$ cat config.mk
export PLATFORM = sky130hd
export DESIGN_NAME = waveform_dead_time_generator
export DESIGN_NICKNAME = d
export VERILOG_FILES = /design/src/design/wave_dead_time_pkg.sv /design/src/design/waveform_dead_time_generator.sv
export VERILOG_INCLUDE_DIRS = /design/src /design/src/design
export SDC_FILE = /design/constraint.sdc
export NUM_CORES = 1
export LEC_CHECK = 0
export ABC_AREA = 1
export BUFFER_PORTS_ARGS = -buffer_cell sky130_fd_sc_hd__buf_2
export CAP_MARGIN = 20
export CORE_UTILIZATION = 60
export DETAILED_ROUTE_END_ITERATION = 8
export GPL_TIMING_DRIVEN = 0
export PLACE_DENSITY = 0.83
export SLEW_MARGIN = 5
export SYNTH_ARGS = -nofsm -noshare
export SYNTH_HDL_FRONTEND = slang
export SYNTH_SLANG_ARGS = --single-unit
$ cat constraint.sdc
create_clock -name sys_clk_in -period 2.3 [get_ports sys_clk_in]
set_input_delay 0.46 -clock sys_clk_in [delete_from_list [all_inputs] [get_ports sys_clk_in]]
set_output_delay 0.46 -clock sys_clk_in [all_outputs]
set_load 0.05 [all_outputs]
$ cat src/design/wave_dead_time_regs.svh
// register offsets, field positions, reset values and mode codes of the waveform channel
`ifndef WAVE_DEAD_TIME_REGS_SVH
`define WAVE_DEAD_TIME_REGS_SVH

// ****************************************
// register byte addresses
// ****************************************
`define ADDR_CHANNEL_CONFIG 8'h00
`define ADDR_DEAD_TIME_A    8'h04
`define ADDR_DEAD_TIME_B    8'h08
`define ADDR_FILTER_WIDTH   8'h0c
`define ADDR_STATUS         8'h10

// ****************************************
// channel_config_reg field positions
// ****************************************
`define CFG_MODE_LSB      0
`define CFG_MODE_MSB      2
`define CFG_GATE_LSB      4
`define CFG_GATE_MSB      5
`define CFG_APPLY_LSB     8
`define CFG_APPLY_MSB     9
`define CFG_POL_LSB       12
`define CFG_POL_MSB       13
`define CFG_PRESCALE_LSB  16
`define CFG_PRESCALE_MSB  23

// ****************************************
// mode codes and reset values
// ****************************************
`define MODE_THROUGH      3'b000
`define MODE_TIMER_GATED  3'b010
`define MODE_DEAD         3'b100
`define MODE_DEAD_FILTER  3'b101
`define RST_TIME          16'h0000
`define RST_PRESCALE      8'h00
`define RST_SEL           2'b00

`endif

$ cat src/design/wave_dead_time_pkg.sv
// types shared by the waveform dead-time channel
package wave_dead_time_pkg;
`include "wave_dead_time_regs.svh"

  typedef enum logic [2:0] {
    MODE_THROUGH_E     = `MODE_THROUGH,
    MODE_TIMER_GATED_E = `MODE_TIMER_GATED,
    MODE_DEAD_E        = `MODE_DEAD,
    MODE_DEAD_FILTER_E = `MODE_DEAD_FILTER
  } op_mode_type;

  typedef struct packed {
    logic [7:0] prescale;
    logic [1:0] polarity_select;
    logic [1:0] pulse_apply_select;
    logic [1:0] gate_select;
    logic [2:0] op_mode_sel;
  } config_type;

  typedef struct packed {
    config_type  cfg;
    logic [15:0] dead_time_a_value;
    logic [15:0] dead_time_b_value;
    logic [15:0] filter_width_value;
    logic [7:0]  pre_cnt;
    logic [15:0] timer;
    logic        timer_run;
    logic        rise_pending;
    logic [15:0] pcnt;
    logic        pcnt_run;
    logic        filt;
    logic        flag0;
    logic        flag1;
    logic        cmp0_q;
    logic        cmp1_q;
    logic        raw0;
    logic        raw1;
    logic        wave0;
    logic        wave1;
    logic        gate;
    logic        pready;
    logic        pslverr;
    logic [31:0] prdata;
  } state_type;
endpackage

$ cat src/design/waveform_dead_time_generator.sv
// waveform channel: timer-gated pulse mode and two dead-time modes, with apb registers
`timescale 1ns/1ps
`include "wave_dead_time_regs.svh"

module waveform_dead_time_generator (
  input  wire logic        sys_clk_in,
  input  wire logic        srst_in,
  input  wire logic        psel_in,
  input  wire logic        penable_in,
  input  wire logic        pwrite_in,
  input  wire logic [7:0]  paddr_in,
  input  wire logic [31:0] pwdata_in,
  output logic             pready_out,
  output logic             pslverr_out,
  output logic [31:0]      prdata_out,
  input  wire logic        cmp_in0,
  input  wire logic        cmp_in1,
  input  wire logic        pulse_in,
  output logic             wave_out0,
  output logic             wave_out1,
  output logic             pulse_gate_out
);
  import wave_dead_time_pkg::*;

  state_type s_reg;
  state_type s_next;
  logic      wr_ok;
  logic      entry;
  logic      tick;
  logic      t_exp;
  logic      p_exp;
  logic      rise0;
  logic      rise1;
  logic      fall1;
  logic      dt_rise;
  logic      dt_fall;

  // ****************************************
  // decoding helpers
  // ****************************************
  function automatic logic addr_mapped(input logic [7:0] a);
    return (a == `ADDR_CHANNEL_CONFIG) || (a == `ADDR_DEAD_TIME_A) ||
           (a == `ADDR_DEAD_TIME_B) || (a == `ADDR_FILTER_WIDTH) || (a == `ADDR_STATUS);
  endfunction

  // which output a two-bit selector touches: idx 0 is output 0
  function automatic logic sel_hits(input logic [1:0] sel, input logic idx);
    return (sel == 2'b11) || (idx ? (sel == 2'b10) : (sel == 2'b01));
  endfunction

  // polarity 01 inverts both, 10 only output 0, 11 only output 1
  function automatic logic pol_inv(input logic [1:0] sel, input logic idx);
    return (sel == 2'b01) || (idx ? (sel == 2'b11) : (sel == 2'b10));
  endfunction

  function automatic logic [31:0] read_word(input state_type st, input logic [7:0] a);
    logic [31:0] d;
    d = 32'h0000_0000;
    case (a)
      `ADDR_CHANNEL_CONFIG: begin
        d[`CFG_MODE_MSB:`CFG_MODE_LSB]         = st.cfg.op_mode_sel;
        d[`CFG_GATE_MSB:`CFG_GATE_LSB]         = st.cfg.gate_select;
        d[`CFG_APPLY_MSB:`CFG_APPLY_LSB]       = st.cfg.pulse_apply_select;
        d[`CFG_POL_MSB:`CFG_POL_LSB]           = st.cfg.polarity_select;
        d[`CFG_PRESCALE_MSB:`CFG_PRESCALE_LSB] = st.cfg.prescale;
      end
      `ADDR_DEAD_TIME_A:  d[15:0] = st.dead_time_a_value;
      `ADDR_DEAD_TIME_B:  d[15:0] = st.dead_time_b_value;
      `ADDR_FILTER_WIDTH: d[15:0] = st.filter_width_value;
      `ADDR_STATUS: d[6:0] = {st.pcnt_run, st.timer_run, st.gate, st.wave1, st.wave0,
                              st.flag1, st.flag0};
      default: d = 32'h0000_0000;
    endcase
    return d;
  endfunction

  // ****************************************
  // next-state logic
  // ****************************************
  always_comb begin
    s_next  = s_reg;
    entry   = 1'b0;
    dt_rise = 1'b0;
    dt_fall = 1'b0;
    // one wait state: pready rises in the second access cycle
    wr_ok = psel_in && penable_in && s_reg.pready && pwrite_in;
    s_next.pready  = psel_in && penable_in && !s_reg.pready;
    s_next.pslverr = 1'b0;
    if (psel_in && penable_in && !s_reg.pready) begin
      s_next.prdata  = pwrite_in ? 32'h0000_0000 : read_word(s_reg, paddr_in);
      s_next.pslverr = !addr_mapped(paddr_in);
    end
    if (wr_ok) begin
      case (paddr_in)
        `ADDR_CHANNEL_CONFIG: begin
          s_next.cfg.op_mode_sel        = pwdata_in[`CFG_MODE_MSB:`CFG_MODE_LSB];
          s_next.cfg.gate_select        = pwdata_in[`CFG_GATE_MSB:`CFG_GATE_LSB];
          s_next.cfg.pulse_apply_select = pwdata_in[`CFG_APPLY_MSB:`CFG_APPLY_LSB];
          s_next.cfg.polarity_select    = pwdata_in[`CFG_POL_MSB:`CFG_POL_LSB];
          s_next.cfg.prescale           = pwdata_in[`CFG_PRESCALE_MSB:`CFG_PRESCALE_LSB];
          entry = (pwdata_in[`CFG_MODE_MSB:`CFG_MODE_LSB] != s_reg.cfg.op_mode_sel);
        end
        `ADDR_DEAD_TIME_A:  s_next.dead_time_a_value  = pwdata_in[15:0];
        `ADDR_DEAD_TIME_B:  s_next.dead_time_b_value  = pwdata_in[15:0];
        `ADDR_FILTER_WIDTH: s_next.filter_width_value = pwdata_in[15:0];
        default: ;
      endcase
    end

    // ****************************************
    // divided channel clock and counters
    // ****************************************
    tick = (s_reg.pre_cnt == s_reg.cfg.prescale);
    s_next.pre_cnt = tick ? 8'h00 : s_reg.pre_cnt + 8'h01;
    // expiry on the tick that brings the count to zero; a load of 0 expires as 1
    t_exp = tick && s_reg.timer_run && (s_reg.timer <= 16'h0001);
    p_exp = tick && s_reg.pcnt_run && (s_reg.pcnt <= 16'h0001);
    if (tick && s_reg.timer_run) begin
      s_next.timer = s_reg.timer - 16'h0001;
      s_next.timer_run = !t_exp;
    end
    if (tick && s_reg.pcnt_run) begin
      s_next.pcnt = s_reg.pcnt - 16'h0001;
      s_next.pcnt_run = !p_exp;
    end
    s_next.cmp0_q = cmp_in0;
    s_next.cmp1_q = cmp_in1;
    rise0 = cmp_in0 && !s_reg.cmp0_q;
    rise1 = cmp_in1 && !s_reg.cmp1_q;
    fall1 = !cmp_in1 && s_reg.cmp1_q;

    // ****************************************
    // mode logic
    // ****************************************
    case (s_next.cfg.op_mode_sel)
      `MODE_TIMER_GATED: begin
        // expiry is handled first so that a new edge in the same cycle wins
        if (t_exp) begin
          s_next.flag0 = 1'b0;
          s_next.flag1 = 1'b0;
        end
        if (rise0) begin
          s_next.flag0 = 1'b1;
        end
        if (rise1) begin
          s_next.flag1 = 1'b1;
        end
        if (rise0 || rise1) begin
          // a only wins when both rise together; reload restarts the shared count
          s_next.timer = rise0 ? s_reg.dead_time_a_value : s_reg.dead_time_b_value;
          s_next.timer_run = 1'b1;
        end
      end
      `MODE_DEAD, `MODE_DEAD_FILTER: begin
        if (s_next.cfg.op_mode_sel == `MODE_DEAD) begin
          dt_rise = rise1;
          dt_fall = fall1;
        end else begin
          if (p_exp && (cmp_in1 != s_reg.filt)) begin
            s_next.filt = cmp_in1;
            dt_rise = cmp_in1;
            dt_fall = !cmp_in1;
          end
          // a short pulse is undone before expiry, so the level matches: discarded
          if (rise1 || fall1) begin
            s_next.pcnt = s_reg.filter_width_value;
            s_next.pcnt_run = 1'b1;
          end
        end
        if (t_exp) begin
          if (s_reg.rise_pending) begin
            s_next.raw0 = 1'b1;
          end else begin
            s_next.raw1 = 1'b1;
          end
        end
        // a new edge restarts the dead time, so an unfinished rise never raises out0
        if (dt_rise) begin
          s_next.raw1 = 1'b0;
          s_next.timer = s_reg.dead_time_b_value;
          s_next.timer_run = 1'b1;
          s_next.rise_pending = 1'b1;
        end
        if (dt_fall) begin
          s_next.raw0 = 1'b0;
          s_next.timer = s_reg.dead_time_a_value;
          s_next.timer_run = 1'b1;
          s_next.rise_pending = 1'b0;
        end
      end
      default: begin
        // unsupported modes park the channel with flags and raw levels low; polarity still applies to the outputs
        s_next.flag0 = 1'b0;
        s_next.flag1 = 1'b0;
        s_next.raw0 = 1'b0;
        s_next.raw1 = 1'b0;
        s_next.timer_run = 1'b0;
        s_next.pcnt_run = 1'b0;
      end
    endcase

    if (entry) begin
      s_next.timer_run = 1'b0;
      s_next.pcnt_run = 1'b0;
      s_next.flag0 = 1'b0;
      s_next.flag1 = 1'b0;
      s_next.filt = cmp_in1;
      s_next.raw0 = cmp_in1;
      s_next.raw1 = !cmp_in1;
      s_next.rise_pending = cmp_in1;
    end

    // ****************************************
    // output shaping
    // ****************************************
    s_next.gate = 1'b0;
    if (s_next.cfg.op_mode_sel == `MODE_TIMER_GATED) begin
      s_next.raw0 = s_next.flag0 &&
                    (!sel_hits(s_next.cfg.pulse_apply_select, 1'b0) || pulse_in);
      s_next.raw1 = s_next.flag1 &&
                    (!sel_hits(s_next.cfg.pulse_apply_select, 1'b1) || pulse_in);
      s_next.gate = (sel_hits(s_next.cfg.gate_select, 1'b0) && s_next.flag0) ||
                    (sel_hits(s_next.cfg.gate_select, 1'b1) && s_next.flag1);
    end
    // polarity is applied last, after every mode
    s_next.wave0 = s_next.raw0 ^ pol_inv(s_next.cfg.polarity_select, 1'b0);
    s_next.wave1 = s_next.raw1 ^ pol_inv(s_next.cfg.polarity_select, 1'b1);
  end

  // ****************************************
  // state register
  // ****************************************
  always_ff @(posedge sys_clk_in) begin
    if (srst_in) begin
      s_reg <= '0;
      s_reg.cfg.op_mode_sel <= `MODE_THROUGH;
      s_reg.cfg.gate_select <= `RST_SEL;
      s_reg.cfg.pulse_apply_select <= `RST_SEL;
      s_reg.cfg.polarity_select <= `RST_SEL;
      s_reg.cfg.prescale <= `RST_PRESCALE;
      s_reg.dead_time_a_value <= `RST_TIME;
      s_reg.dead_time_b_value <= `RST_TIME;
      s_reg.filter_width_value <= `RST_TIME;
    end else begin
      s_reg <= s_next;
    end
  end

  assign pready_out     = s_reg.pready;
  assign pslverr_out    = s_reg.pslverr;
  assign prdata_out     = s_reg.prdata;
  assign wave_out0      = s_reg.wave0;
  assign wave_out1      = s_reg.wave1;
  assign pulse_gate_out = s_reg.gate;

  // ****************************************
  // assertions
  // ****************************************
  timer_entry_a: assert property (@(posedge sys_clk_in) disable iff (srst_in)
    (entry && s_next.cfg.op_mode_sel == `MODE_TIMER_GATED) |=>
      (!s_reg.flag0 && !s_reg.flag1 && !s_reg.raw0 && !s_reg.raw1))
    else $error("timer mode entry did not clear flags and outputs");

  flag0_set_a: assert property (@(posedge sys_clk_in) disable iff (srst_in)
    (!wr_ok && s_reg.cfg.op_mode_sel == `MODE_TIMER_GATED && rise0 && !rise1) |=>
      (s_reg.flag0 && s_reg.timer_run && s_reg.timer == $past(s_reg.dead_time_a_value)))
    else $error("rising cmp_in0 did not set flag 0 and load a");

  flag1_set_a: assert property (@(posedge sys_clk_in) disable iff (srst_in)
    (!wr_ok && s_reg.cfg.op_mode_sel == `MODE_TIMER_GATED && rise1 && !rise0) |=>
      (s_reg.flag1 && s_reg.timer == $past(s_reg.dead_time_b_value)))
    else $error("rising cmp_in1 did not set flag 1 and load b");

  both_rise_a: assert property (@(posedge sys_clk_in) disable iff (srst_in)
    (!wr_ok && s_reg.cfg.op_mode_sel == `MODE_TIMER_GATED && rise0 && rise1) |=>
      (s_reg.flag0 && s_reg.flag1 && s_reg.timer == $past(s_reg.dead_time_a_value)))
    else $error("simultaneous edges did not load a with both flags");

  flags_expire_a: assert property (@(posedge sys_clk_in) disable iff (srst_in)
    (!wr_ok && s_reg.cfg.op_mode_sel == `MODE_TIMER_GATED && t_exp && !rise0 && !rise1) |=>
      (!s_reg.flag0 && !s_reg.flag1 && !s_reg.timer_run))
    else $error("timer expiry did not clear both flags");

  dead_gate_low_a: assert property (@(posedge sys_clk_in) disable iff (srst_in)
    (s_reg.cfg.op_mode_sel == `MODE_DEAD || s_reg.cfg.op_mode_sel == `MODE_DEAD_FILTER) |->
      !pulse_gate_out)
    else $error("gate output high in a dead-time mode");

  dead_entry_a: assert property (@(posedge sys_clk_in) disable iff (srst_in)
    (entry && s_next.cfg.op_mode_sel == `MODE_DEAD) |=>
      (s_reg.raw0 == $past(cmp_in1) && s_reg.raw1 == !$past(cmp_in1)))
    else $error("dead-time entry levels wrong");

  dead_rise_a: assert property (@(posedge sys_clk_in) disable iff (srst_in)
    (!wr_ok && s_reg.cfg.op_mode_sel == `MODE_DEAD && rise1) |=>
      (!s_reg.raw1 && s_reg.rise_pending && s_reg.timer == $past(s_reg.dead_time_b_value)))
    else $error("rising cmp_in1 did not start dead time b");

  dead_fall_a: assert property (@(posedge sys_clk_in) disable iff (srst_in)
    (!wr_ok && s_reg.cfg.op_mode_sel == `MODE_DEAD && fall1) |=>
      (!s_reg.raw0 && !s_reg.rise_pending && s_reg.timer == $past(s_reg.dead_time_a_value)))
    else $error("falling cmp_in1 did not start dead time a");

  no_overlap_a: assert property (@(posedge sys_clk_in) disable iff (srst_in)
    (s_reg.cfg.op_mode_sel == `MODE_DEAD && $past(s_reg.cfg.op_mode_sel) == `MODE_DEAD) |->
      !(s_reg.raw0 && s_reg.raw1))
    else $error("complementary outputs overlap");

  filter_drop_a: assert property (@(posedge sys_clk_in) disable iff (srst_in)
    (!wr_ok && s_reg.cfg.op_mode_sel == `MODE_DEAD_FILTER && p_exp &&
     cmp_in1 == s_reg.filt && !t_exp) |=>
      ($stable(s_reg.raw0) && $stable(s_reg.raw1)))
    else $error("short pulse changed filtered outputs");

  polarity_a: assert property (@(posedge sys_clk_in) disable iff (srst_in)
    (s_reg.cfg.polarity_select == 2'b10) |-> (wave_out0 != s_reg.raw0 && wave_out1 == s_reg.raw1))
    else $error("polarity select 10 not applied");

  both_flags_c: cover property (@(posedge sys_clk_in) disable iff (srst_in)
    s_reg.cfg.op_mode_sel == `MODE_TIMER_GATED && s_reg.flag0 && s_reg.flag1 && pulse_gate_out);

  dead_done_c: cover property (@(posedge sys_clk_in) disable iff (srst_in)
    s_reg.cfg.op_mode_sel == `MODE_DEAD && t_exp && s_reg.rise_pending);

  filter_discard_c: cover property (@(posedge sys_clk_in) disable iff (srst_in)
    s_reg.cfg.op_mode_sel == `MODE_DEAD_FILTER && p_exp && cmp_in1 == s_reg.filt);

endmodule // waveform_dead_time_generator

== Word-level counts from Yosys, hierarchy flattened ==
Index checks and enable logic that the tools add are counted.

* Input port bits: 48
* Flip-flop bits (word level): 152
* Output and inout bits: 37

* Eq/ne operators: 20
* Add/subtract/negate cells: 3
* Reduce and logical (&&, ||, !) cells: 55
* Mux-type cells: 52
* Magnitude comparators: 2
* Bitwise gates (word level): 4

{| class="wikitable"
|+ Operators with widths
! cell !! count
|-
| 17-bit 2-to-1 mux || 5
|-
| 16-bit 2-to-1 mux || 4
|-
| 57-bit 2-to-1 mux || 1
|-
| 18-bit 2-to-1 mux || 3
|-
| 16-bit by 1-bit <= comparator with 1-bit output (second input constant) || 2
|-
| 16-bit case mux with 2 select lines || 1
|-
| 16-bit by 1-bit subtractor with 16-bit output (second input constant) || 2
|-
| 24-bit 2-to-1 mux || 1
|-
| 1-bit 2-to-1 mux || 17
|-
| 8-bit by 4-bit equality test with 1-bit output (second input constant) || 2
|-
| 1-bit logical AND || 16
|-
| 2-bit case mux with 4 select lines || 2
|-
| 1-bit logical OR || 15
|-
| 3-bit case mux with 5 select lines || 1
|-
| 2-bit equality test (second input constant) || 6
|-
| 2-bit case mux with 3 select lines || 2
|-
| 2-bit 2-to-1 mux || 5
|-
| 2-bit case mux with 5 select lines || 1
|-
| 2-bit AND reduction || 5
|-
| 2-bit OR reduction || 5
|-
| 1-bit zero test || 9
|-
| 9-bit 2-to-1 mux || 1
|-
| 8-bit by 1-bit adder with 8-bit output (second input constant) || 1
|-
| 8-bit by 3-bit equality test with 1-bit output (second input constant) || 1
|-
| 20 further kinds || 28
|}

== Depth between registers and ports, before layout ==
Gate-level depths: netlist (run 1).

* Word-level depth: 12
* Gate-level depth with buffers: 16

== Worst setup path after synthesis (run 1) ==
Ideal clock, no wire load.

* Kind: reg-to-reg
* Start point: reg s_reg (netlist bit pready_out)
* End point: reg s_reg[73] (netlist bit)
* Cell stages (with the launch flop): 13
* Data required time: 2.164 ns
* Data arrival time: 2.126 ns
* Path slack: 0.037 ns
* Cell sequence: dfxtp_1 -> inv_2 -> nor3_4 -> nand2_2 -> nand2_2 -> nand2_4 -> nand3_4 -> nor2_2 -> a21oi_4 -> buf_8 -> nand3_2 -> nand2_1 -> a21oi_2

* Word-level cells in the longest chain between the ends: 9
* Elaborated cells between the ends (all ways): 14
* Those cells by class: 3 x eq/ne; 8 x mux; 3 x reduce/logical

{| class="wikitable"
|+ RTL lines
! item !! line !! text
|-
| start, declared || waveform_dead_time_generator.sv:25 || <nowiki>state_type s_reg;</nowiki>
|-
| start signal, assigned || waveform_dead_time_generator.sv:245 || <nowiki>s_reg <= s_next;</nowiki>
|-
| 1-bit logical AND * (2 in a row) || waveform_dead_time_generator.sv:86 || <nowiki>wr_ok = psel_in && penable_in && s_reg.pready && pwrite_in;</nowiki>
|-
| 57-bit 2-to-1 mux * || waveform_dead_time_generator.sv:93 || <nowiki>if (wr_ok) begin</nowiki>
|-
| 3-bit equality test || waveform_dead_time_generator.sv:135 || <nowiki>case (s_next.cfg.op_mode_sel)</nowiki>
|-
| 1-bit 2-to-1 mux || waveform_dead_time_generator.sv:155 || <nowiki>if (s_next.cfg.op_mode_sel == `MODE_DEAD) begin</nowiki>
|-
| 1-bit 2-to-1 mux || waveform_dead_time_generator.sv:135 ||
|-
| 18-bit 2-to-1 mux || waveform_dead_time_generator.sv:178 || <nowiki>if (dt_rise) begin</nowiki>
|-
| 18-bit 2-to-1 mux || waveform_dead_time_generator.sv:184 || <nowiki>if (dt_fall) begin</nowiki>
|-
| 16-bit case mux with 2 select lines * || waveform_dead_time_generator.sv:135 ||
|}

Mark *: on every way between the ends. The rest lies on a longest branch, timed or not. The select of a mux whose other input is x is not followed.
A chain may end at the register's enable or synchronous reset.

== Worst setup path after layout (run 1) ==
* Start point: reg s_reg[144] (netlist bit)
* End point: reg s_reg[75] (netlist bit)

* Word-level cells in the longest chain between the ends: 10
* Elaborated cells between the ends (all ways): 16
* Those cells by class: 1 x eq/ne; 11 x mux; 4 x reduce/logical

{| class="wikitable"
|+ RTL lines
! item !! line !! text
|-
| 8-bit equality test * || waveform_dead_time_generator.sv:113 || <nowiki>tick = (s_reg.pre_cnt == s_reg.cfg.prescale);</nowiki>
|-
| 1-bit logical AND (2 in a row) || waveform_dead_time_generator.sv:117 || <nowiki>p_exp = tick && s_reg.pcnt_run && (s_reg.pcnt <= 16'h0001);</nowiki>
|-
| 1-bit logical AND || waveform_dead_time_generator.sv:159 || <nowiki>if (p_exp && (cmp_in1 != s_reg.filt)) begin</nowiki>
|-
| 1-bit 2-to-1 mux || waveform_dead_time_generator.sv:159 ||
|-
| 1-bit 2-to-1 mux || waveform_dead_time_generator.sv:155 ||
|-
| 1-bit 2-to-1 mux || waveform_dead_time_generator.sv:135 ||
|-
| 18-bit 2-to-1 mux || waveform_dead_time_generator.sv:178 ||
|-
| 18-bit 2-to-1 mux || waveform_dead_time_generator.sv:184 ||
|-
| 16-bit case mux with 2 select lines * || waveform_dead_time_generator.sv:135 ||
|}

Marked as above.

==> impl_metrics.py, run 1 <==
metrics = {
    "setup_path": {
        "timing.critical_path.from": "s_reg[144]",
        "endpoint_of_the_lowest_slack_register_to_register_path": "s_reg[75]",
        "path_delay_family": "simple AND/OR/NAND/NOR gates",
        "slowest_delay_ns": 0.34,
        "timing.critical_path.from_type": "flop",
        "r2r.worst_path.cells": 14,
        "crit_path_frequent_cell": "sky130_fd_sc_hd__nand2_1",
        "critical_path.reg2reg.startpoint": "s_reg[144]",
        "endpoint_kind": "flop",
        "crit_path_cell_trace": "inv_1 > nand2_1 > nand2_1 > nor2_2 > nand2_2 > nor2_8 > nand4_1 > o21ai_2 > nand2_4 > buf_4 > nand2_1 > nand3_2 > nand2_1 > a21oi_2",
        "slowest_stage_cell_cp": "sky130_fd_sc_hd__dfxtp_2",
        "timing.critical_path.required_ns": 2.60,
        "worstSetupPathType": "flop to flop",
        "worstPathMaxFanout": 10,
        "path_depth": 14,
        "r2r_slack_ns": 0.1,
        "crit_arrival_ns": 2.50,
        "crit_buf_inv": 2,
    },
    "yosys": {
        "area_share_of_fa_ha_maj_cells_after_synthesis_pct": 1.03,
        "yosys_top_cell_by_area": "sky130_fd_sc_hd__dfxtp_1",
        "fraction_of_the_mapped_netlist_area_in_compound_gates_pct": 19.9,
        "yosys.area.top_type_share_pct": 34.0,
        "synth_edf_count": 0,
        "ys_async_sr_fraction_pct": 0,
        "post_synth.cell_area_avg_um2": 6.76,
        "number_of_cells_produced_by_synthesis": 1254,
        "synth-seq-area-share_pct": 34.0,
        "synth-warning-count": 0,
        "combinational_family_with_the_most_area_after_synthesis": "simple AND/OR/NAND/NOR gates",
        "yosysUniqueCellTypes": 53,
        "synthTopCellsByCount": "sky130_fd_sc_hd__nand2_1, sky130_fd_sc_hd__dfxtp_1, sky130_fd_sc_hd__nor2_1",
        "post_synth_xor_area_fraction_pct": 2.69,
        "synth_ff_type": "sky130_fd_sc_hd__dfxtp_1",
        "syn_area_um2": 8480,
        "yosys.area_share.simple_pct": 29.9,
        "post-synth-top-count-cell": "sky130_fd_sc_hd__nand2_1",
        "synth_top_cells_by_area": "sky130_fd_sc_hd__dfxtp_1, sky130_fd_sc_hd__nand2_1, sky130_fd_sc_hd__a21oi_1",
        "muxShareOfSynthArea_pct": 0,
        "ys_seq_elements": 144,
    },
    "pwr": {
        "power.static_leakage_nw": 4.51,
        "max-vdd-ir-drop_mv": 0.524,
        "power.clock.fraction_pct": 51.4,
        "p_seq_share_pct": 43.6,
        "switching_share_pct": 24.0,
        "switching_power_w": 0.00138,
        "p_per_area_nw_per_um2": 579,
        "combinationalPowerShare_pct": 5.0,
        "internal_power_w": 0.00436,
        "power_w": 0.00574,
    },
    "outcome": {
        "run_status": "complete, no violations",
    },
    "grt": {
        "vias_in_the_first_global_route": 8066,
        "wire_length_of_the_first_global_routing_pass_um": 39800,
        "number_of_antenna_violations_at_the_first_check_in_global_routing": 0,
        "grt.overflow.total": 0,
        "grt_start_max_net_pins": 17,
        "grtUsageTotal_pct": 35.6,
    },
    "die": {
        "floorplan.die_area_um2": 14600,
        "die_y_um": 121,
        "initial_utilization_pct": 61.3,
        "io_pins": 85,
        "design.core.area_um2": 13800,
        "die_width_um": 121,
        "fp-row-count": 43,
    },
    "clocking": {
        "tritoncts": "built",
        "cts-buffers-inserted": 17,
        "cts.sinks": 144,
        "cts.htree.levels": 4,
        "clkLatencyLatePin_ns": 0.44,
        "worst_setup_hold_path_clk_slew_ns": 0.06,
        "clockRootBuffer": "sky130_fd_sc_hd__clkbuf_16",
        "clk_path_buf_depth": 2,
    },
    "sta": {
        "worst_slew_margin_rel_pct": 42.3,
        "maximum_clock_frequency_ghz": 0.454,
        "setup-violations-final": 0,
        "finalHoldViolCount": 0,
        "slew_violations": 0,
        "worst_slew_pin_slew_ns": 0.866,
        "skew_ns": 0.0146,
        "setup_ws_ns": 0.0983,
        "fin_crit_ns": 2.20,
        "layout_worst_path_cycle_share_pct": 95.7,
    },
    "flow_run": {
        "timing.max_cap.violations": 0,
    },
    "route": {
        "route.antenna.remaining_nets": 0,
        "vias_per_cell": 5.73,
        "detailedRoute.firstIterationViolations": 805,
        "drcViolationCount": 0,
        "finalWirelength_um": 26300,
        "vias": 8894,
        "initial_drt_pass_iterations": 6,
        "wl_per_cell_um": 16.9,
    },
    "placement": {
        "routabilityCongestion": 0.996,
        "placement.cell_area_um2": 9070,
        "placed_cells_incl_taps": 1509,
        "post-dp-hpwl_um": 19400,
        "numPortBuffers": 68,
        "placement.setup.worst_slack_ns": -0.347,
    },
    "final_layout": {
        "antenna_cells": 0,
        "final_nets": 1415,
        "post_route_cells_drive_above_1_share_pct": 19.5,
        "areaGrowthSynthToFinish_pct": 16.9,
        "largest_register_ff_count": 115,
        "fin_cells": 1553,
        "n_fill_cell": 1135,
        "final_std_cell_area_no_fill_um2": 9910,
    },
    "hold_path": {
        "hold-path-cell-count": 3,
        "hold_end": "s_reg[40]",
        "path_category_of_the_worst_min_delay_check": "input pin to flop",
        "min_delay_src": "cmp_in0",
    },
}
==> worst max-delay path by stage <==
stage,slack (ns),to
after floorplan,0.04,s_reg[73]
after global placement,-0.27,s_reg[59]
after detailed placement,-0.35,s_reg[58]
after CTS,0.01,s_reg[75]
after global routing,-0.008,s_reg[63]
final,0.1,s_reg[75]
==> layout make-up <==
cell class,count,area [um2],share of cell area [%]
repair buffers,79,435,4.39
clock buffers,19,453,4.57
plain buffers,82,514,5.19
well taps,180,225,2.27
flip-flops and latches,144,2900,29.2
clock inverters,13,176,1.78
multi-input cells,891,4660,47.0
inverters,145,552,5.57
==> kinds of logic (layout without fill, tap and decap cells) <==
logic type / after synthesis / in the layout
buffers and inverters: 227 / 338
other: 1 / 8
adder cells (fa/ha/maj): 7 / 7
AND/OR/NAND/NOR: 551 / 552
AO/OA/AOI/OAI: 298 / 298
flip-flops: 144 / 144
XOR/XNOR: 26 / 26
==> power groups by stage <==
stage	Combinational, W	Clock, W	Sequential [W]
after global placement	0.000273	0	0.00255
after global routing	0.000306	0.00304	0.00250
after floorplan	0.000172	0	0.00256
after CTS	0.000278	0.00294	0.00250
after detailed placement	0.000275	0	0.00255
final	0.000288	0.00295	0.00250
==> worst reg2reg max path: cells and delay by family (launching register included) <==
family,cells,cell delay [ns]
simple gates,10,1.16
flops,1,0.34
compound gates,2,0.31
buf+inv,2,0.24
==> placed cells by master (no fill, tap or decap), drive strengths merged, types with 16 or more instances in the layout <==
master	instances
o21ai	110
nor2	140
dfxtp	144
a211oi	16
a21oi	130
nor3	32
xor2	21
nand3	63
nand2	298
inv	146
clkbuf	52
buf	128
==> layer usage <==
layer  share of wire, %  up-vias  track usage (%)
li1                   -     4284                -
met1                 40     4027             43.3
met2                 47      472             58.8
met4                4.9        0             19.4
met5                  0        -                0
met3                8.3      111             7.19
==> what timing repair did <==
item,CTS,global route
pin swaps,2,6
hold buffers,0,0
gates cloned,0,1
endpoints found under the hold margin,0,0
setup endpoints to repair,22,34
resized for setup,1,52
buffers inserted,3,8
==> stage by stage <==
step | util, % | hold WS [ns] | setup TNS [ns]
6_report | 71.7 | 0.231 | 0
5_1_grt | 71.7 | 0.269 | -0.0185
4_1_cts | 70.4 | 0.239 | 0
3_5_place_dp | 65.6 | 0.456 | -10.43
3_3_place_gp | 65.6 | 0.444 | -7.55
2_1_floorplan | - | 0.430 | 0
Note: power is estimated with default switching activity, not from simulation.
==> run 2: changes to the inputs <==
--- a/config.mk
+++ b/config.mk
@@ -12,7 +12,7 @@
 export CORE_UTILIZATION = 60
 export DETAILED_ROUTE_END_ITERATION = 8
 export GPL_TIMING_DRIVEN = 0
-export PLACE_DENSITY = 0.83
+export PLACE_DENSITY_LB_ADDON = 0.08
 export SLEW_MARGIN = 5
 export SYNTH_ARGS = -nofsm -noshare
 export SYNTH_HDL_FRONTEND = slang
==> impl_metrics.py, run 2 (synthesis results as in run 1) <==
metrics = {
    "sta": {
        "finalHoldViolCount": 0,
        "rsz0062_at_grt": "no",
        "maximum_clock_frequency_ghz": 0.455,
        "layout_worst_path_cycle_share_pct": 95.5,
        "fin_crit_ns": 2.20,
        "worst_slew_margin_rel_pct": 45.8,
        "worst_slew_pin_slew_ns": 0.810,
        "setup_ws_ns": 0.103,
        "setup-violations-final": 0,
        "skew_ns": 0.00904,
        "slew_violations": 0,
    },
    "pwr": {
        "max-vdd-ir-drop_mv": 0.438,
        "p_per_area_nw_per_um2": 561,
        "power.static_leakage_nw": 4.49,
    },
    "grt": {
        "vias_in_the_first_global_route": 7947,
        "wire_length_of_the_first_global_routing_pass_um": 40300,
        "grt_start_max_net_pins": 17,
        "number_of_antenna_violations_at_the_first_check_in_global_routing": 0,
        "grtUsageTotal_pct": 35.8,
        "grt.overflow.total": 0,
    },
    "setup_path": {
        "r2r_slack_ns": 0.10,
        "timing.critical_path.to": "wave_out0",
        "endpoint_of_the_lowest_slack_register_to_register_path": "wave_out0",
        "crit_arrival_ns": 2.52,
        "timing.critical_path.required_ns": 2.62,
        "timing.critical_path.from_type": "flop",
        "r2r.worst_path.cells": 10,
        "timing.critical_path.from": "s_reg[40]",
        "worstPathMaxFanout": 10,
        "endpoint_kind": "flop",
        "worstSetupPathType": "flop to flop",
        "critical_path.reg2reg.startpoint": "s_reg[40]",
    },
    "clocking": {
        "clkLatencyLatePin_ns": 0.43,
        "cts.sinks": 144,
        "tritoncts": "built",
        "cts.htree.levels": 4,
        "cts-buffers-inserted": 17,
        "clk_path_buf_depth": 2,
        "clockRootBuffer": "sky130_fd_sc_hd__clkbuf_16",
        "worst_setup_hold_path_clk_slew_ns": 0.06,
    },
    "final_layout": {
        "largest_register_ff_count": 115,
        "areaGrowthSynthToFinish_pct": 16.6,
        "antenna_cells": 0,
        "fin_cells": 1554,
        "final_std_cell_area_no_fill_um2": 9890,
        "post_route_cells_drive_above_1_share_pct": 18.6,
        "n_fill_cell": 1226,
        "final_nets": 1416,
        "layout_common_cells": "sky130_fd_sc_hd__nand2_1, sky130_fd_sc_hd__dfxtp_1, sky130_fd_sc_hd__inv_1",
        "mostFrequentLayoutCell": "sky130_fd_sc_hd__nand2_1",
    },
    "placement": {
        "placed_cells_incl_taps": 1509,
        "numPortBuffers": 68,
        "placement.cell_area_um2": 9070,
        "post-dp-hpwl_um": 19400,
        "placement.setup.worst_slack_ns": -0.312,
        "routabilityCongestion": 0.961,
    },
    "route": {
        "route.antenna.remaining_nets": 0,
        "finalWirelength_um": 25900,
        "wl_per_cell_um": 16.6,
        "vias_per_cell": 5.61,
        "drcViolationCount": 0,
        "detailedRoute.firstIterationViolations": 982,
        "initial_drt_pass_iterations": 6,
        "vias": 8721,
    },
    "die": {
        "floorplan.die_area_um2": 14600,
        "die_y_um": 121,
        "io_pins": 85,
        "initial_utilization_pct": 61.3,
        "die_width_um": 121,
        "design.core.area_um2": 13800,
        "fp-row-count": 43,
    },
    "flow_run": {
        "timing.max_cap.violations": 0,
    },
    "outcome": {
        "run_status": "complete, no violations",
    },
    "hold_path": {
        "path_category_of_the_worst_min_delay_check": "input pin to flop",
    },
}
==> run 2: cell count changes in the layout (fill, tap and decap cells not counted), sizes merged <==
cell      previous run  this run
bufinv               3         2
clkinvlp             0         2
clkbuf              52        53
nand3               63        62
buf                128       130
inv                146       144
==> run 2: worst min-delay path by stage <==
stage / end / slack, ns / depth (start not counted) / startpoint
floorplan: s_reg[79] / 0.43 / 1 / s_reg[79]
global placement: s_reg[79] / 0.45 / 1 / s_reg[79]
detailed placement: prdata_out[12] / 0.46 / 2 / prdata_out[12]
CTS: s_reg[40] / 0.24 / 3 / cmp_in0
global route: s_reg[40] / 0.25 / 3 / cmp_in0
finish: s_reg[40] / 0.24 / 3 / cmp_in0
==> run 2: layout make-up <==
| class | count | area (um2) | share of cell area [%] |
|---|---|---|---|
| Buffer | 82 | 512 | 5.18 |
| Timing Repair Buffer | 81 | 488 | 4.93 |
| Multi-Input combinational cell | 890 | 4640 | 46.9 |
| Sequential cell | 144 | 2890 | 29.2 |
| Clock buffer | 20 | 447 | 4.52 |
| Clock inverter | 12 | 134 | 1.35 |
| Tap cell | 180 | 225 | 2.28 |
| Inverter | 145 | 552 | 5.58 |
==> run 2: metrics by stage <==
step	power, W	hold slack (ns)	utilization [%]	setup TNS (ns)
detailed placement	0.00283	0.457	65.6	-9.24
finish	0.00554	0.243	71.5	0
global placement	0.00283	0.446	65.6	-8.76
CTS	0.00554	0.243	70.2	-0.0139
floorplan	0.00273	0.430	-	0
global route	0.00567	0.253	71.5	0
==> run 2: worst max-delay path, cell delays in order, from the launching register on <==
cell and delay (ns):
sky130_fd_sc_hd__dfxtp_1 0.30, sky130_fd_sc_hd__nor2_1 0.62, sky130_fd_sc_hd__clkinv_1 0.45, sky130_fd_sc_hd__nand2_1 0.16, sky130_fd_sc_hd__nand2_1 0.10, sky130_fd_sc_hd__nand2_1 0.08
sky130_fd_sc_hd__nand2_1 0.05, sky130_fd_sc_hd__nand2_1 0.12, sky130_fd_sc_hd__nand3_1 0.09, sky130_fd_sc_hd__nand2_1 0.07, sky130_fd_sc_hd__nor2_1 0.05
==> run 2: repair_timing <==
item	CTS	global route
pin swaps	2	9
setup buffers	4	9
resized for setup	1	34
hold buffers	0	0
endpoints found under the setup margin	24	38
==> run 2: layer usage <==
layer	up-vias	GRT usage, %	share of wire, %
met1	3936	45.1	41
met4	0	16.4	3.5
met5	-	0	0
met2	427	60.1	48
met3	74	5.69	8.2
li1	4284	-	-
==> run 2: power breakdown <==
group	switching [W]	total, W	internal (W)
clock	0.00113	0.00276	0.00163
combinational	0.000211	0.000289	0.0000779
sequential	0.00000172	0.00250	0.00250
==> run 3: changes to the inputs <==
--- a/config.mk
+++ b/config.mk
@@ -9,7 +9,7 @@
 export ABC_AREA = 1
 export BUFFER_PORTS_ARGS = -buffer_cell sky130_fd_sc_hd__buf_2
 export CAP_MARGIN = 20
-export CORE_UTILIZATION = 60
+export CORE_UTILIZATION = 54
 export DETAILED_ROUTE_END_ITERATION = 8
 export GPL_TIMING_DRIVEN = 0
 export PLACE_DENSITY_LB_ADDON = 0.08
==> constraint.sdc (replaced) <==
create_clock -name sys_clk_in -period 2 [get_ports sys_clk_in]
set_input_delay 0.4 -clock sys_clk_in [delete_from_list [all_inputs] [get_ports sys_clk_in]]
set_output_delay 0.4 -clock sys_clk_in [all_outputs]
set_load 0.05 [all_outputs]
==> impl_metrics.py, run 3 (synthesis results as in run 1) <==
metrics = {
    "hold_path": {
        "path_category_of_the_worst_min_delay_check": "input pin to flop",
    },
    "sta": {
        "worst_slew_pin_slew_ns": 0.892,
        "worst_slew_margin_rel_pct": 40.5,
        "finalHoldViolCount": 0,
        "hold_slack_ns": 0.186,
        "layout_worst_path_cycle_share_pct": 107,
        "setup-tns-final_ns": -1.91,
        "setup-violations-final": 22,
        "maximum_clock_frequency_ghz": 0.467,
        "rsz0062_at_grt": "yes",
        "setup_ws_ns": -0.140,
        "fin_crit_ns": 2.14,
        "slew_violations": 0,
        "skew_ns": 0.0101,
    },
    "final_layout": {
        "final_nets": 1441,
        "area.sequential_um2": 2920,
        "post_route_cells_drive_above_1_share_pct": 28.0,
        "n_fill_cell": 1304,
        "areaGrowthSynthToFinish_pct": 24.9,
        "largest_register_ff_count": 115,
        "multi_input_combinational_cell_area_um2": 5020,
        "layout_common_cells": "sky130_fd_sc_hd__nand2_1, sky130_fd_sc_hd__dfxtp_1, sky130_fd_sc_hd__inv_1",
        "final_std_cell_area_no_fill_um2": 10600,
        "mostFrequentLayoutCell": "sky130_fd_sc_hd__nand2_1",
        "fin_cells": 1610,
        "antenna_cells": 0,
    },
    "grt": {
        "grt.overflow.total": 0,
        "grt_start_max_net_pins": 17,
        "grtUsageTotal_pct": 33.3,
        "vias_in_the_first_global_route": 7976,
        "number_of_antenna_violations_at_the_first_check_in_global_routing": 0,
        "wire_length_of_the_first_global_routing_pass_um": 41600,
    },
    "clocking": {
        "hold_buffers": 0,
        "clk_path_buf_depth": 2,
        "cts.htree.levels": 4,
        "cts-buffers-inserted": 17,
        "cts.sinks": 144,
        "clkLatencyLatePin_ns": 0.43,
        "worst_setup_hold_path_clk_slew_ns": 0.07,
        "tritoncts": "built",
        "clockRootBuffer": "sky130_fd_sc_hd__clkbuf_16",
    },
    "route": {
        "vias": 8756,
        "finalWirelength_um": 26900,
        "wl_per_cell_um": 16.7,
        "drcViolationCount": 0,
        "detailedRoute.firstIterationViolations": 762,
        "vias_per_cell": 5.44,
        "route.antenna.remaining_nets": 0,
        "initial_drt_pass_iterations": 5,
    },
    "pwr": {
        "power_w": 0.00648,
        "max-vdd-ir-drop_mv": 0.581,
        "p_per_area_nw_per_um2": 612,
        "power.static_leakage_nw": 4.76,
    },
    "die": {
        "floorplan.die_area_um2": 16200,
        "die_width_um": 127,
        "design.core.area_um2": 15300,
        "fp-row-count": 45,
        "initial_utilization_pct": 55.6,
        "die_y_um": 127,
        "io_pins": 85,
    },
    "placement": {
        "routabilityCongestion": 0.931,
        "post-dp-hpwl_um": 19800,
        "numPortBuffers": 68,
        "placed_cells_incl_taps": 1540,
        "placement.cell_area_um2": 9120,
    },
    "setup_path": {
        "worstPathMaxFanout": 7,
        "slowest_stage_cell_cp": "sky130_fd_sc_hd__dfxtp_2",
        "crit_path_frequent_cell": "sky130_fd_sc_hd__nand2_2",
        "crit_buf_inv": 2,
        "timing.critical_path.required_ns": 2.28,
        "slowest_delay_ns": 0.35,
        "timing.critical_path.from_type": "flop",
        "worstSetupPathType": "flop to flop",
        "endpoint_kind": "flop",
        "crit_path_cell_trace": "inv_2 > nand2_2 > nand2_2 > nor2_2 > nand2_2 > nor2_8 > nand4_1 > o21ai_2 > nand2_4 > buf_6 > nand2_4 > nand3_2 > nand2_2 > a21oi_2",
        "crit_arrival_ns": 2.42,
        "path_delay_family": "simple AND/OR/NAND/NOR gates",
    },
    "outcome": {
        "failed_checks": "negative setup slack",
        "run_status": "finished, violations left",
    },
    "flow_run": {
        "timing.max_cap.violations": 0,
    },
}
## run 3: changes by cell type in the layout (fill, tap and decap cells not counted), moves of 9 or more
cell and change:
sky130_fd_sc_hd__nand2_1 -32, sky130_fd_sc_hd__buf_4 +24, sky130_fd_sc_hd__nand2_2 +24, sky130_fd_sc_hd__o21ai_0 -16, sky130_fd_sc_hd__nor2_1 -14, sky130_fd_sc_hd__nand3_1 -13, sky130_fd_sc_hd__dfxtp_1 -12, sky130_fd_sc_hd__clkbuf_1 -11
sky130_fd_sc_hd__nand3_2 +11, sky130_fd_sc_hd__clkbuf_2 +9
## run 3: metrics by stage
stage | worst slack (ns) | util, %
finish | -0.140 | 69.4
global route | -0.231 | 69.4
CTS | -0.0516 | 66.7
detailed placement | -0.592 | 59.8
global placement | -0.598 | 59.8
floorplan | 0.00163 | -
## run 3: worst paths after layout
path	start	to	slack, ns	cells after the start
hold reg to reg	prdata_out[14]	prdata_out[14]	0.47	2
setup / recovery	s_reg[80]	s_reg[78]	-0.14	14
setup reg to reg	s_reg[80]	s_reg[78]	-0.14	14
hold / removal	cmp_in0	s_reg[40]	0.19	3
## run 3: report_power, final
group          total (W)  leakage (nW)  internal [W]  switching [W]
Clock            0.00328         0.293       0.00188        0.00140
Combinational   0.000336          3.30     0.0000922       0.000243
Sequential       0.00287          1.17       0.00287     0.00000223
Total            0.00648          4.76       0.00483        0.00165
## run 3: cell type report
class / count / area share, %
Multi-Input combinational cell: 890 / 47.4
Sequential cell: 144 / 27.5
Timing Repair Buffer: 106 / 6.37
Inverter: 145 / 5.30
Buffer: 82 / 5.25
Clock buffer: 17 / 4.02
Tap cell: 211 / 2.49
Clock inverter: 15 / 1.61
## run 3: what timing repair did
action / 4_1_cts / 5_1_grt
endpoints found under the setup margin: 67 / 97
pin swaps: 18 / 29
gates cloned: 1 / 0
setup buffers: 24 / 13
resized for setup: 91 / 113
## run 3: routing by layer
metal,wire length [um],vias up,global-route usage [%]
met4,1230,0,16.0
met3,1710,78,4.69
met5,0,-,0
met1,11200,3972,42.1
met2,12800,366,55.7
li1,-,4340,-
## run 3: tightest hold or removal path: stages
cell and delay [ns]:
sky130_fd_sc_hd__buf_2 0.07, sky130_fd_sc_hd__inv_1 0.04, sky130_fd_sc_hd__nor2_1 0.07
